### config.mk
export PLATFORM = sky130hd
export DESIGN_NAME = rgtlc_core
export DESIGN_NICKNAME = d
export VERILOG_FILES = /design/src/hdl/rgtlc_core.v /design/src/hdl/rgtlc_gain_link.v
export VERILOG_INCLUDE_DIRS = /design/src /design/src/common
export SDC_FILE = /design/constraint.sdc
export NUM_CORES = 1
export LEC_CHECK = 0
export BUFFER_PORTS_ARGS = -buffer_cell sky130_fd_sc_hd__buf_2
export CORE_MARGIN = 8
export CORE_UTILIZATION = 50
export DETAILED_ROUTE_END_ITERATION = 10
export PLACE_DENSITY = 0.7
export REMOVE_ABC_BUFFERS = 1
export SYNTH_ARGS = -nofsm -noshare
export SYNTH_HDL_FRONTEND = slang
export SYNTH_HIERARCHICAL = 1
export SYNTH_SLANG_ARGS = --single-unit
### constraint.sdc
create_clock -name CORE_CLK -period 10.5 [get_ports CORE_CLK]
set_input_delay 2.1 -clock CORE_CLK [delete_from_list [all_inputs] [get_ports CORE_CLK]]
set_output_delay 2.1 -clock CORE_CLK [all_outputs]
set_load 0.01 [all_outputs]
### src/common/rgtlc_defs.vh
// Register offsets, field positions, reset values and timing for the receive control core
`ifndef RGTLC_DEFS_VH
`define RGTLC_DEFS_VH
`define RGTLC_OFF_GAIN_RST 16'h0021
`define RGTLC_OFF_RDBK_A 16'h003c
`define RGTLC_OFF_RDBK_B 16'h003d
`define RGTLC_OFF_MASK 16'h0102
`define RGTLC_OFF_GCFG 16'h0103
`define RGTLC_OFF_ATT_A 16'h0104
`define RGTLC_OFF_ATT_B 16'h0105
`define RGTLC_OFF_INT_LO 16'h1200
`define RGTLC_OFF_INT_HI 16'h1201
`define RGTLC_OFF_NUM0 16'h1202
`define RGTLC_OFF_NUM1 16'h1203
`define RGTLC_OFF_NUM2 16'h1204
`define RGTLC_OFF_DEN_LO 16'h1208
`define RGTLC_OFF_DEN_HI 16'h1209
`define RGTLC_OFF_REFCNT 16'h120c
`define RGTLC_OFF_REFSCL 16'h120e
`define RGTLC_OFF_AUX_LO 16'h1233
`define RGTLC_OFF_AUX_HI 16'h1234
`define RGTLC_OFF_LOCTL 16'h1414
`define RGTLC_MASK_RST 8'h7e
`define RGTLC_GCFG_RST 8'h01
`define RGTLC_ATT_RST 8'h00
`define RGTLC_INT_RST 8'h00
`define RGTLC_LOCTL_RST 8'h02
`define RGTLC_REFCNT_RST 8'h01
`define RGTLC_ATT_MIN_GAIN 6'h3f
`define RGTLC_ATT_TOP 6'h3f
`define RGTLC_MODE_REG 3'h1
`define RGTLC_MODE_UPDN 3'h3
`define RGTLC_BIT_STG1 0
`define RGTLC_BIT_SYNTH 7
`define RGTLC_BIT_DBL 3
`define RGTLC_BIT_HALF 0
`define RGTLC_BIT_RST_A 1
`define RGTLC_BIT_RST_B 0
`define RGTLC_CLK_NS 50
`define RGTLC_AUTOTUNE_US 200
`endif

### src/hdl/rgtlc_core.v
// Receive gain, duplex mask and LO synthesizer word control core
// Functional notes
// - Register mode: each channel attenuation follows its 6-bit register code, 0 to 42.
// - Up/down: strobe fall with direction low lowers attenuation by one step.
// - Up/down: strobe with direction high raises attenuation by one step.
// - Opposite direction at strobe rise and fall resets code to 111111.
// - Step field bits 4:3: 1, 2, 4 or 8 dB per strobe.
// - Step size resets to 1 dB.
// - Up/down counter saturates at both ends, never wraps.
// - Each channel has a duplex pin: low active, high disabled.
// - A set mask bit switches its block off during duplex off time.
// - Per-channel LO, IF and VGA masks act when either duplex pin high.
// - First LO stage mask bit 0 acts only when both pins high.
// - Synthesizer mask bit 7 acts only when both pins high.
// - Mask resets: bits 0 and 7 zero, others one.
// - LO divide select 10000/01000/00100/00010 picks divide 16/8/4/2.
// - Software writes integer low byte last; that write starts VCO autotune.
// - Feedback value is integer plus fraction terms over 16,777,216.
// - Integer word 16 bits over two bytes; software keeps its range.
// - Primary numerator is 24 bits, most significant byte highest address.
// - Auxiliary numerator and modulus 14 bits; software keeps modulus 2..16,383.
// - Comparison rate scales by doubler bit 3, halver bit 0, count 6:0.
// - Gain mode field: 01 register control, 11 up/down control.
// - Each channel attenuation readable from its readback register.
`timescale 1ns/1ns
`include "rgtlc_defs.vh"
module rgtlc_core #(
  parameter AUTOTUNE_CYCLES = (`RGTLC_AUTOTUNE_US * 1000) / `RGTLC_CLK_NS
) (
  input wire CORE_CLK,
  input wire RESETN,
  input wire REG_WR,
  input wire REG_RD,
  input wire [15:0] REG_ADDR,
  input wire [7:0] REG_WDATA,
  output reg [7:0] REG_RDATA,
  output reg REG_RVALID,
  input wire CHAN_A_GAIN_STEP_STROBE_PIN,
  input wire CHAN_A_GAIN_STEP_DIRECTION_PIN,
  input wire CHAN_B_GAIN_STEP_STROBE_PIN,
  input wire CHAN_B_GAIN_STEP_DIRECTION_PIN,
  input wire CHAN_A_DUPLEX_OFF_PIN,
  input wire CHAN_B_DUPLEX_OFF_PIN,
  output reg [5:0] CHAN_A_ATTEN_CODE,
  output reg [5:0] CHAN_B_ATTEN_CODE,
  output reg FIRST_LO_STAGE_OFF,
  output reg CHAN_A_LATER_LO_OFF,
  output reg CHAN_B_LATER_LO_OFF,
  output reg CHAN_A_IFAMP_OFF,
  output reg CHAN_B_IFAMP_OFF,
  output reg CHAN_A_VGA_OFF,
  output reg CHAN_B_VGA_OFF,
  output reg SYNTH_OFF,
  output reg [4:0] LO_DIVIDE_RATIO,
  output reg LO_DIVIDE_VALID,
  output reg [15:0] WHOLE_DIVIDE,
  output reg [23:0] PRIMARY_NUMERATOR,
  output reg [13:0] AUX_NUMERATOR,
  output reg [13:0] AUX_DENOMINATOR,
  output reg [6:0] REFERENCE_COUNT,
  output reg REFERENCE_DOUBLE,
  output reg REFERENCE_HALVE,
  output reg AUTOTUNE_START,
  output reg AUTOTUNE_BUSY
);
  ////////////////////////////////////////////////////////////////////////
  // Reset release through two flops
  reg [1:0] rst_sync_q;
  wire rst_n = rst_sync_q[1];
  always @(posedge CORE_CLK or negedge RESETN)
  begin
    if (!RESETN)
      rst_sync_q <= 2'h0;
    else
      rst_sync_q <= {rst_sync_q[0], 1'b1};
  end

  ////////////////////////////////////////////////////////////////////////
  // Register storage
  reg [7:0] mask_q;
  reg [7:0] gcfg_q;
  reg [7:0] att_a_q;
  reg [7:0] att_b_q;
  reg [1:0] gain_rst_q;
  reg [7:0] int_lo_q;
  reg [7:0] int_hi_q;
  reg [7:0] num0_q;
  reg [7:0] num1_q;
  reg [7:0] num2_q;
  reg [7:0] den_lo_q;
  reg [7:0] den_hi_q;
  reg [7:0] refcnt_q;
  reg [7:0] refscl_q;
  reg [7:0] aux_lo_q;
  reg [7:0] aux_hi_q;
  reg [7:0] loctl_q;
  wire [5:0] code_a;
  wire [5:0] code_b;

  // Address match helper, used by the write decode only; reads use a case
  function hit;
    input [15:0] addr;
    input [15:0] off;
    begin
      hit = (addr == off);
    end
  endfunction

  wire reg_mode = (gcfg_q[2:0] == `RGTLC_MODE_REG);
  wire updn_mode = (gcfg_q[2:0] == `RGTLC_MODE_UPDN);
  wire int_lo_wr = REG_WR && hit(REG_ADDR, `RGTLC_OFF_INT_LO);

  ////////////////////////////////////////////////////////////////////////
  // Register writes; the gain reset bits are self-clearing pulses
  always @(posedge CORE_CLK or negedge rst_n)
  begin
    if (!rst_n)
    begin
      mask_q <= `RGTLC_MASK_RST;
      gcfg_q <= `RGTLC_GCFG_RST;
      att_a_q <= `RGTLC_ATT_RST;
      att_b_q <= `RGTLC_ATT_RST;
      gain_rst_q <= 2'h0;
      int_lo_q <= `RGTLC_INT_RST;
      int_hi_q <= `RGTLC_INT_RST;
      num0_q <= 8'h00;
      num1_q <= 8'h00;
      num2_q <= 8'h00;
      den_lo_q <= 8'h02;
      den_hi_q <= 8'h00;
      refcnt_q <= `RGTLC_REFCNT_RST;
      refscl_q <= 8'h00;
      aux_lo_q <= 8'h00;
      aux_hi_q <= 8'h00;
      loctl_q <= `RGTLC_LOCTL_RST;
    end
    else
    begin
      gain_rst_q <= 2'h0;
      if (REG_WR)
      begin
        if (hit(REG_ADDR, `RGTLC_OFF_MASK))
          mask_q <= REG_WDATA;
        if (hit(REG_ADDR, `RGTLC_OFF_GCFG))
          gcfg_q <= REG_WDATA;
        if (hit(REG_ADDR, `RGTLC_OFF_ATT_A))
          att_a_q <= REG_WDATA;
        if (hit(REG_ADDR, `RGTLC_OFF_ATT_B))
          att_b_q <= REG_WDATA;
        if (hit(REG_ADDR, `RGTLC_OFF_GAIN_RST))
          gain_rst_q <= {REG_WDATA[`RGTLC_BIT_RST_A], REG_WDATA[`RGTLC_BIT_RST_B]};
        if (int_lo_wr)
          int_lo_q <= REG_WDATA;
        if (hit(REG_ADDR, `RGTLC_OFF_INT_HI))
          int_hi_q <= REG_WDATA;
        if (hit(REG_ADDR, `RGTLC_OFF_NUM0))
          num0_q <= REG_WDATA;
        if (hit(REG_ADDR, `RGTLC_OFF_NUM1))
          num1_q <= REG_WDATA;
        if (hit(REG_ADDR, `RGTLC_OFF_NUM2))
          num2_q <= REG_WDATA;
        if (hit(REG_ADDR, `RGTLC_OFF_DEN_LO))
          den_lo_q <= REG_WDATA;
        if (hit(REG_ADDR, `RGTLC_OFF_DEN_HI))
          den_hi_q <= {2'h0, REG_WDATA[5:0]};
        if (hit(REG_ADDR, `RGTLC_OFF_REFCNT))
          refcnt_q <= REG_WDATA;
        if (hit(REG_ADDR, `RGTLC_OFF_REFSCL))
          refscl_q <= REG_WDATA;
        if (hit(REG_ADDR, `RGTLC_OFF_AUX_LO))
          aux_lo_q <= REG_WDATA;
        if (hit(REG_ADDR, `RGTLC_OFF_AUX_HI))
          aux_hi_q <= {2'h0, REG_WDATA[5:0]};
        if (hit(REG_ADDR, `RGTLC_OFF_LOCTL))
          loctl_q <= REG_WDATA;
      end
    end
  end

  ////////////////////////////////////////////////////////////////////////
  // Two gain link channels; codes written in up/down mode are held in the
  // register and reach the counter only once register mode is selected
  rgtlc_gain_link u_chan_a (
    .clk(CORE_CLK),
    .rst_n(rst_n),
    .strobe_pin(CHAN_A_GAIN_STEP_STROBE_PIN),
    .dir_pin(CHAN_A_GAIN_STEP_DIRECTION_PIN),
    .updn_mode(updn_mode),
    .reg_mode(reg_mode),
    .reg_code(att_a_q[5:0]),
    .step_sel(gcfg_q[4:3]),
    .block_reset(gain_rst_q[1]),
    .atten_code_q(code_a)
  );
  rgtlc_gain_link u_chan_b (
    .clk(CORE_CLK),
    .rst_n(rst_n),
    .strobe_pin(CHAN_B_GAIN_STEP_STROBE_PIN),
    .dir_pin(CHAN_B_GAIN_STEP_DIRECTION_PIN),
    .updn_mode(updn_mode),
    .reg_mode(reg_mode),
    .reg_code(att_b_q[5:0]),
    .step_sel(gcfg_q[4:3]),
    .block_reset(gain_rst_q[0]),
    .atten_code_q(code_b)
  );

  ////////////////////////////////////////////////////////////////////////
  // Register read, one cycle after the strobe; unmapped reads return zero
  reg [7:0] rd_mux;
  always @*
  begin
    rd_mux = 8'h00;
    case (REG_ADDR)
      `RGTLC_OFF_RDBK_A: rd_mux = {2'h0, code_a};
      `RGTLC_OFF_RDBK_B: rd_mux = {2'h0, code_b};
      `RGTLC_OFF_MASK: rd_mux = mask_q;
      `RGTLC_OFF_GCFG: rd_mux = gcfg_q;
      `RGTLC_OFF_ATT_A: rd_mux = att_a_q;
      `RGTLC_OFF_ATT_B: rd_mux = att_b_q;
      `RGTLC_OFF_INT_LO: rd_mux = int_lo_q;
      `RGTLC_OFF_INT_HI: rd_mux = int_hi_q;
      `RGTLC_OFF_NUM0: rd_mux = num0_q;
      `RGTLC_OFF_NUM1: rd_mux = num1_q;
      `RGTLC_OFF_NUM2: rd_mux = num2_q;
      `RGTLC_OFF_DEN_LO: rd_mux = den_lo_q;
      `RGTLC_OFF_DEN_HI: rd_mux = den_hi_q;
      `RGTLC_OFF_REFCNT: rd_mux = refcnt_q;
      `RGTLC_OFF_REFSCL: rd_mux = refscl_q;
      `RGTLC_OFF_AUX_LO: rd_mux = aux_lo_q;
      `RGTLC_OFF_AUX_HI: rd_mux = aux_hi_q;
      `RGTLC_OFF_LOCTL: rd_mux = loctl_q;
      default: rd_mux = 8'h00;
    endcase
  end

  ////////////////////////////////////////////////////////////////////////
  // Duplex pins: synchronised, low means active, high means off time
  reg [1:0] dup_a_sync_q;
  reg [1:0] dup_b_sync_q;
  wire off_a = dup_a_sync_q[1];
  wire off_b = dup_b_sync_q[1];
  wire off_any = off_a | off_b;
  wire off_both = off_a & off_b;
  always @(posedge CORE_CLK or negedge rst_n)
  begin
    if (!rst_n)
    begin
      dup_a_sync_q <= 2'h0;
      dup_b_sync_q <= 2'h0;
    end
    else
    begin
      dup_a_sync_q <= {dup_a_sync_q[0], CHAN_A_DUPLEX_OFF_PIN};
      dup_b_sync_q <= {dup_b_sync_q[0], CHAN_B_DUPLEX_OFF_PIN};
    end
  end

  ////////////////////////////////////////////////////////////////////////
  // Autotune: started by the integer low byte write, busy for the band
  // search time; a new write restarts the search
  reg [31:0] tune_cnt_q;
  always @(posedge CORE_CLK or negedge rst_n)
  begin
    if (!rst_n)
    begin
      tune_cnt_q <= 32'h0;
      AUTOTUNE_START <= 1'b0;
      AUTOTUNE_BUSY <= 1'b0;
    end
    else
    begin
      AUTOTUNE_START <= int_lo_wr;
      if (int_lo_wr)
      begin
        tune_cnt_q <= AUTOTUNE_CYCLES;
        AUTOTUNE_BUSY <= 1'b1;
      end
      else if (tune_cnt_q > 32'h1)
        tune_cnt_q <= tune_cnt_q - 32'h1;
      else
      begin
        tune_cnt_q <= 32'h0;
        AUTOTUNE_BUSY <= 1'b0;
      end
    end
  end

  ////////////////////////////////////////////////////////////////////////
  // Registered outputs: power masks, gain codes and synthesizer words
  always @(posedge CORE_CLK or negedge rst_n)
  begin
    if (!rst_n)
    begin
      REG_RDATA <= 8'h00;
      REG_RVALID <= 1'b0;
      CHAN_A_ATTEN_CODE <= `RGTLC_ATT_MIN_GAIN;
      CHAN_B_ATTEN_CODE <= `RGTLC_ATT_MIN_GAIN;
      FIRST_LO_STAGE_OFF <= 1'b0;
      CHAN_A_LATER_LO_OFF <= 1'b0;
      CHAN_B_LATER_LO_OFF <= 1'b0;
      CHAN_A_IFAMP_OFF <= 1'b0;
      CHAN_B_IFAMP_OFF <= 1'b0;
      CHAN_A_VGA_OFF <= 1'b0;
      CHAN_B_VGA_OFF <= 1'b0;
      SYNTH_OFF <= 1'b0;
      LO_DIVIDE_RATIO <= 5'h02;
      LO_DIVIDE_VALID <= 1'b1;
      WHOLE_DIVIDE <= 16'h0000;
      PRIMARY_NUMERATOR <= 24'h000000;
      AUX_NUMERATOR <= 14'h0000;
      AUX_DENOMINATOR <= 14'h0002;
      REFERENCE_COUNT <= 7'h01;
      REFERENCE_DOUBLE <= 1'b0;
      REFERENCE_HALVE <= 1'b0;
    end
    else
    begin
      REG_RDATA <= REG_RD ? rd_mux : 8'h00;
      REG_RVALID <= REG_RD;
      CHAN_A_ATTEN_CODE <= code_a;
      CHAN_B_ATTEN_CODE <= code_b;
      FIRST_LO_STAGE_OFF <= mask_q[`RGTLC_BIT_STG1] & off_both;
      CHAN_A_LATER_LO_OFF <= mask_q[1] & off_any;
      CHAN_B_LATER_LO_OFF <= mask_q[2] & off_any;
      CHAN_A_IFAMP_OFF <= mask_q[3] & off_any;
      CHAN_B_IFAMP_OFF <= mask_q[4] & off_any;
      CHAN_A_VGA_OFF <= mask_q[5] & off_any;
      CHAN_B_VGA_OFF <= mask_q[6] & off_any;
      SYNTH_OFF <= mask_q[`RGTLC_BIT_SYNTH] & off_both;
      // Divide 16/8/4/2 and 00001 are one-hot and flagged valid; anything else is flagged invalid
      LO_DIVIDE_RATIO <= loctl_q[4:0];
      case (loctl_q[4:0])
        5'h10, 5'h08, 5'h04, 5'h02, 5'h01: LO_DIVIDE_VALID <= 1'b1;
        default: LO_DIVIDE_VALID <= 1'b0;
      endcase
      // Fraction words are handed to the divider exactly as stored
      WHOLE_DIVIDE <= {int_hi_q, int_lo_q};
      PRIMARY_NUMERATOR <= {num2_q, num1_q, num0_q};
      AUX_NUMERATOR <= {aux_hi_q[5:0], aux_lo_q};
      AUX_DENOMINATOR <= {den_hi_q[5:0], den_lo_q};
      REFERENCE_COUNT <= refcnt_q[6:0];
      REFERENCE_DOUBLE <= refscl_q[`RGTLC_BIT_DBL];
      REFERENCE_HALVE <= refscl_q[`RGTLC_BIT_HALF];
    end
  end
endmodule // rgtlc_core

### src/hdl/rgtlc_gain_link.v
// One channel of the two-wire up/down gain link with its attenuation counter
`timescale 1ns/1ns
`include "rgtlc_defs.vh"
module rgtlc_gain_link (
  input wire clk,
  input wire rst_n,
  input wire strobe_pin,
  input wire dir_pin,
  input wire updn_mode,
  input wire reg_mode,
  input wire [5:0] reg_code,
  input wire [1:0] step_sel,
  input wire block_reset,
  output reg [5:0] atten_code_q
);
  ////////////////////////////////////////////////////////////////////////
  // Two-flop synchronisers, then a history stage for edge detection
  reg [1:0] stb_sync_q;
  reg [1:0] dir_sync_q;
  reg stb_prev_q;
  reg rise_dir_q;
  always @(posedge clk or negedge rst_n)
  begin
    if (!rst_n)
    begin
      stb_sync_q <= 2'h0;
      dir_sync_q <= 2'h0;
      stb_prev_q <= 1'b0;
    end
    else
    begin
      stb_sync_q <= {stb_sync_q[0], strobe_pin};
      dir_sync_q <= {dir_sync_q[0], dir_pin};
      stb_prev_q <= stb_sync_q[1];
    end
  end
  // One pulse per synchronised edge, so no step is lost or repeated
  wire stb_rise = stb_sync_q[1] & ~stb_prev_q;
  wire stb_fall = ~stb_sync_q[1] & stb_prev_q;
  wire [6:0] step_w = 7'h01 << step_sel;
  wire [6:0] up_sum = {1'b0, atten_code_q} + step_w;
  reg [5:0] atten_code_d;
  ////////////////////////////////////////////////////////////////////////
  // Counter next value; a step is applied at the falling edge, once the
  // reset pattern can be ruled out, trading half a strobe of latency
  always @*
  begin
    atten_code_d = atten_code_q;
    if (block_reset)
      atten_code_d = `RGTLC_ATT_MIN_GAIN;
    else if (reg_mode)
      atten_code_d = reg_code;
    else if (updn_mode && stb_fall)
    begin
      if (dir_sync_q[1] != rise_dir_q)
        atten_code_d = `RGTLC_ATT_MIN_GAIN;
      else if (rise_dir_q)
        atten_code_d = up_sum[6] ? `RGTLC_ATT_TOP : up_sum[5:0];
      else if ({1'b0, atten_code_q} <= step_w)
        atten_code_d = 6'h00;
      else
        atten_code_d = atten_code_q - step_w[5:0];
    end
  end
  always @(posedge clk or negedge rst_n)
  begin
    if (!rst_n)
    begin
      rise_dir_q <= 1'b0;
      atten_code_q <= `RGTLC_ATT_MIN_GAIN;
    end
    else
    begin
      if (stb_rise && updn_mode)
        rise_dir_q <= dir_sync_q[1];
      atten_code_q <= atten_code_d;
    end
  end
endmodule // rgtlc_gain_link

==> impl_metrics.env <==
export IMPL_endpoint_kind="flip-flop"
export IMPL_powerDensity_nw_per_um2=154
export IMPL_die_height_um=178
export IMPL_result_of_the_run="finished clean"
export IMPL_clk_latency_ns=0.56
export IMPL_skew_ns=0.0183
export IMPL_min_path_type="flip-flop to asynchronous set/reset pin"
export IMPL_global_route_usage_total_pct=22.3
export IMPL_yosys_top_cell_area_share_pct=50.1
export IMPL_highest_signal_layer="met4"
export IMPL_ir_worst_vdd_mv=0.122
export IMPL_area_growth_synth_to_final_pct=15.8
export IMPL_post_cts_setup_buffers=0
export IMPL_drtIter0Drc=815
export IMPL_clock_sink_count=302
export IMPL_port_buffer_count=147
export IMPL_dp_worst_setup_slack_ns=5.57
export IMPL_critPathRequiredTime_ns=10.89
export IMPL_arrival_ns=4.76
export IMPL_wirelength_met1_um=16200
export IMPL_final_period_utilization_pct=41.6
export IMPL_overflow=0
export IMPL_timing_setup_critical_path_class="input port to flip-flop"
export IMPL_cts_root_to_sink_buffers=3
export IMPL_cts_clk_slew_worst_paths_ns=0.06
export IMPL_synth_cell_type_count=82
export IMPL_yosys_register_bits=302
export IMPL_antenna_left=0
export IMPL_antennaDiodeCount=0
export IMPL_synth_top_cells_by_count="sky130_fd_sc_hd__dfrtp_1 (264), sky130_fd_sc_hd__mux2_2 (132), sky130_fd_sc_hd__nor2_1 (68)"
export IMPL_syn_area_um2=13200
export IMPL_worst_slack_ns=6.13
export IMPL_drt_pass1_iterations=5
export IMPL_hold_violations=0
export IMPL_drive_above_1_share_pct=33.9
export IMPL_cts_hold_buffers=0
export IMPL_htree_num_levels=1
export IMPL_worst_slew_pin_slew_ns=1.01
export IMPL_core_region_area_um2=26000
export IMPL_antenna_found_initial=0
export IMPL_viasPerCell=5.87
export IMPL_post_route_drc_count=0
export IMPL_relSlewSlack_pct=32.5
export IMPL_yosys_cell_count_top_type="sky130_fd_sc_hd__dfrtp_1"
export IMPL_placed_area_um2=14300
export IMPL_cts_resized=0
export IMPL_setup_viol=0
export IMPL_grt_max_degree=174
export IMPL_critical_path_peak_fanout=33
export IMPL_cts_tree="yes"
export IMPL_start_util_pct=50.8
export IMPL_finalCoreUtilization_pct=58.8
export IMPL_crit_path_launch_type="input port"
export IMPL_power_leakage_nw=7.48
export IMPL_nets=1264
export IMPL_asyncSetResetFlopFracSynth_pct=100
export IMPL_avgSynthCellArea_um2=12.4
export IMPL_cap_viol_max_count=0
export IMPL_die_outline_area_um2=31800
export IMPL_wire_per_inst_um=22.5
export IMPL_setup_total_negative_slack_ns=0
export IMPL_final_cell_area_um2=15300
export IMPL_rows=59
export IMPL_dieWidth_um=178
export IMPL_ctsRootBufferMaster="sky130_fd_sc_hd__clkbuf_16"
export IMPL_num_vias=9200
export IMPL_synth_flop_cell="sky130_fd_sc_hd__dfrtp_1"
export IMPL_yosys_warnings=6
export IMPL_finalWeightedCongestion=0.935
export IMPL_routed_wl_met3_um=2440
export IMPL_grt_first_pass_wirelength_um=55700
export IMPL_grt_pass1_vias=9374
export IMPL_post_synth_inst_count=1063
export IMPL_wl_um=35300
export IMPL_rsz0062_at_grt="false"
export IMPL_dr_wl_met2_um=15900
export IMPL_final_max_slew_viol_count=0
export IMPL_synth_largest_area_cell="sky130_fd_sc_hd__dfrtp_1"
export IMPL_netlist_top_cells_area="sky130_fd_sc_hd__dfrtp_1 (50%), sky130_fd_sc_hd__mux2_2 (11%), sky130_fd_sc_hd__dfstp_2 (7.6%), sky130_fd_sc_hd__nor2_1 (1.9%), sky130_fd_sc_hd__nand2_1 (1.9%)"
export IMPL_synth_edff_count=0
export IMPL_achievable_frequency_mhz=229
export IMPL_detailedPlacementHpwl_um=24600
export IMPL_final_min_clock_period_ns=4.37
export IMPL_portion_of_the_post_synthesis_area_used_by_sequential_elements_pct=57.6
export IMPL_cts_inserted_buffers=31
export IMPL_design_portCount=148
export IMPL_worst_hold_slack_ns=0.343
stage by stage:
stage | std cells | power (mW)
finish | 1567 | 2.35
global placement | 1510 | 1.30
detailed placement | 1510 | 1.30
global route | 1567 | 2.43
floorplan | 1016 | 1.25
CTS | 1567 | 2.38
where the power goes:
part           leakage, nW  internal [mW]  switching, mW  total (mW)
Clock                0.494          0.623          0.453        1.08
Combinational         3.00         0.0224         0.0661      0.0885
Sequential            3.99           1.18         0.0139        1.19
Total                 7.48           1.82          0.533        2.35
layer usage:
layer | track usage, % | vias to the layer above
met4 | 5.82 | 0
met5 | 0 | -
li1 | - | 4159
met1 | 32.4 | 4648
met3 | 3.87 | 57
met2 | 34.2 | 336
flip-flops by register name, summed over array words and instances, names as in the netlist, 8 cells and up:
name               count
tune_cnt_q            32
PRIMARY_NUMERATOR     24
WHOLE_DIVIDE          16
AUX_DENOMINATOR       14
AUX_NUMERATOR         14
REG_RDATA              8
att_a_q                8
att_b_q                8
aux_lo_q               8
den_lo_q               8
gcfg_q                 8
int_hi_q               8
int_lo_q               8
loctl_q                8
mask_q                 8
num0_q                 8
num1_q                 8
num2_q                 8
refcnt_q               8
refscl_q               8
area by class of cell:
class,count,area (um2)
Clock buffer,40,850
Clock inverter,17,165
Fill cell,2105,10700
Inverter,27,101
Multi-Input combinational cell,687,5290
Sequential cell,302,7610
Tap cell,335,419
Timing Repair Buffer,159,838
cells in the final DEF, fill, tap and decap left out, types with 9 or more instances in the layout:
cell type                   instances
sky130_fd_sc_hd__nand2_1           66
sky130_fd_sc_hd__inv_1             25
sky130_fd_sc_hd__o21ai_0           14
sky130_fd_sc_hd__clkbuf_16         31
sky130_fd_sc_hd__nor2_1            68
sky130_fd_sc_hd__buf_2            147
sky130_fd_sc_hd__xor2_1            23
sky130_fd_sc_hd__dfrtp_1          263
sky130_fd_sc_hd__nor2b_1           19
sky130_fd_sc_hd__o22ai_1           18
sky130_fd_sc_hd__xnor2_1           15
sky130_fd_sc_hd__mux2i_1           11
sky130_fd_sc_hd__dfstp_2           38
sky130_fd_sc_hd__a21oi_1           28
sky130_fd_sc_hd__nand3b_1           9
sky130_fd_sc_hd__ha_1              18
sky130_fd_sc_hd__nor3_1            17
sky130_fd_sc_hd__a22oi_1           12
sky130_fd_sc_hd__mux2_2           132
sky130_fd_sc_hd__a31oi_1           14
sky130_fd_sc_hd__buf_4             11
sky130_fd_sc_hd__a311oi_1           9
sky130_fd_sc_hd__a32oi_1           10
sky130_fd_sc_hd__nand4_1           12
sky130_fd_sc_hd__nand3_1           25
sky130_fd_sc_hd__nand2b_1          12
worst max-delay path: stages:
cell	delay (ns)
sky130_fd_sc_hd__buf_2	0.34
sky130_fd_sc_hd__or4b_4	0.62
sky130_fd_sc_hd__nor4_4	0.34
sky130_fd_sc_hd__nand3_2	0.42
sky130_fd_sc_hd__nand2_1	0.80
sky130_fd_sc_hd__nor2_1	0.12
final timing paths:
kind                                 startpoint                       end  slack, ns  depth (start not counted)
worst max register to register        gcfg_q[4]  u_chan_a/atten_code_q[5]       7.54                          7
min in group CORE_CLK           dup_a_sync_q[0]           dup_a_sync_q[1]       0.35                          0
worst min register to register    rst_sync_q[1]     PRIMARY_NUMERATOR[23]       0.34                          0
worst max-delay path                REG_ADDR[0]             tune_cnt_q[3]       6.13                          6
worst min-delay path              rst_sync_q[1]     PRIMARY_NUMERATOR[23]       0.34                          0
max in group asynchronous         rst_sync_q[1]        REFERENCE_COUNT[3]       8.71                          1
cells by family (layout without fill, tap and decap cells):
family                     after synthesis  after routing  synth area share (%)
and+or+nand+nor                        318            318                  14.0
DFF                                    302            302                  57.6
AOI/OAI and AO/OA                      165            165                  9.10
muxes                                  143            143                  12.1
buffers and inverters                   74            243                  2.31
xor gates and xnor gates                38             38                  2.52
adders and majority gates               22             22                  2.31
other                                    1              1                0.0284
No activity file was read; power rests on OpenSTA's default activity.
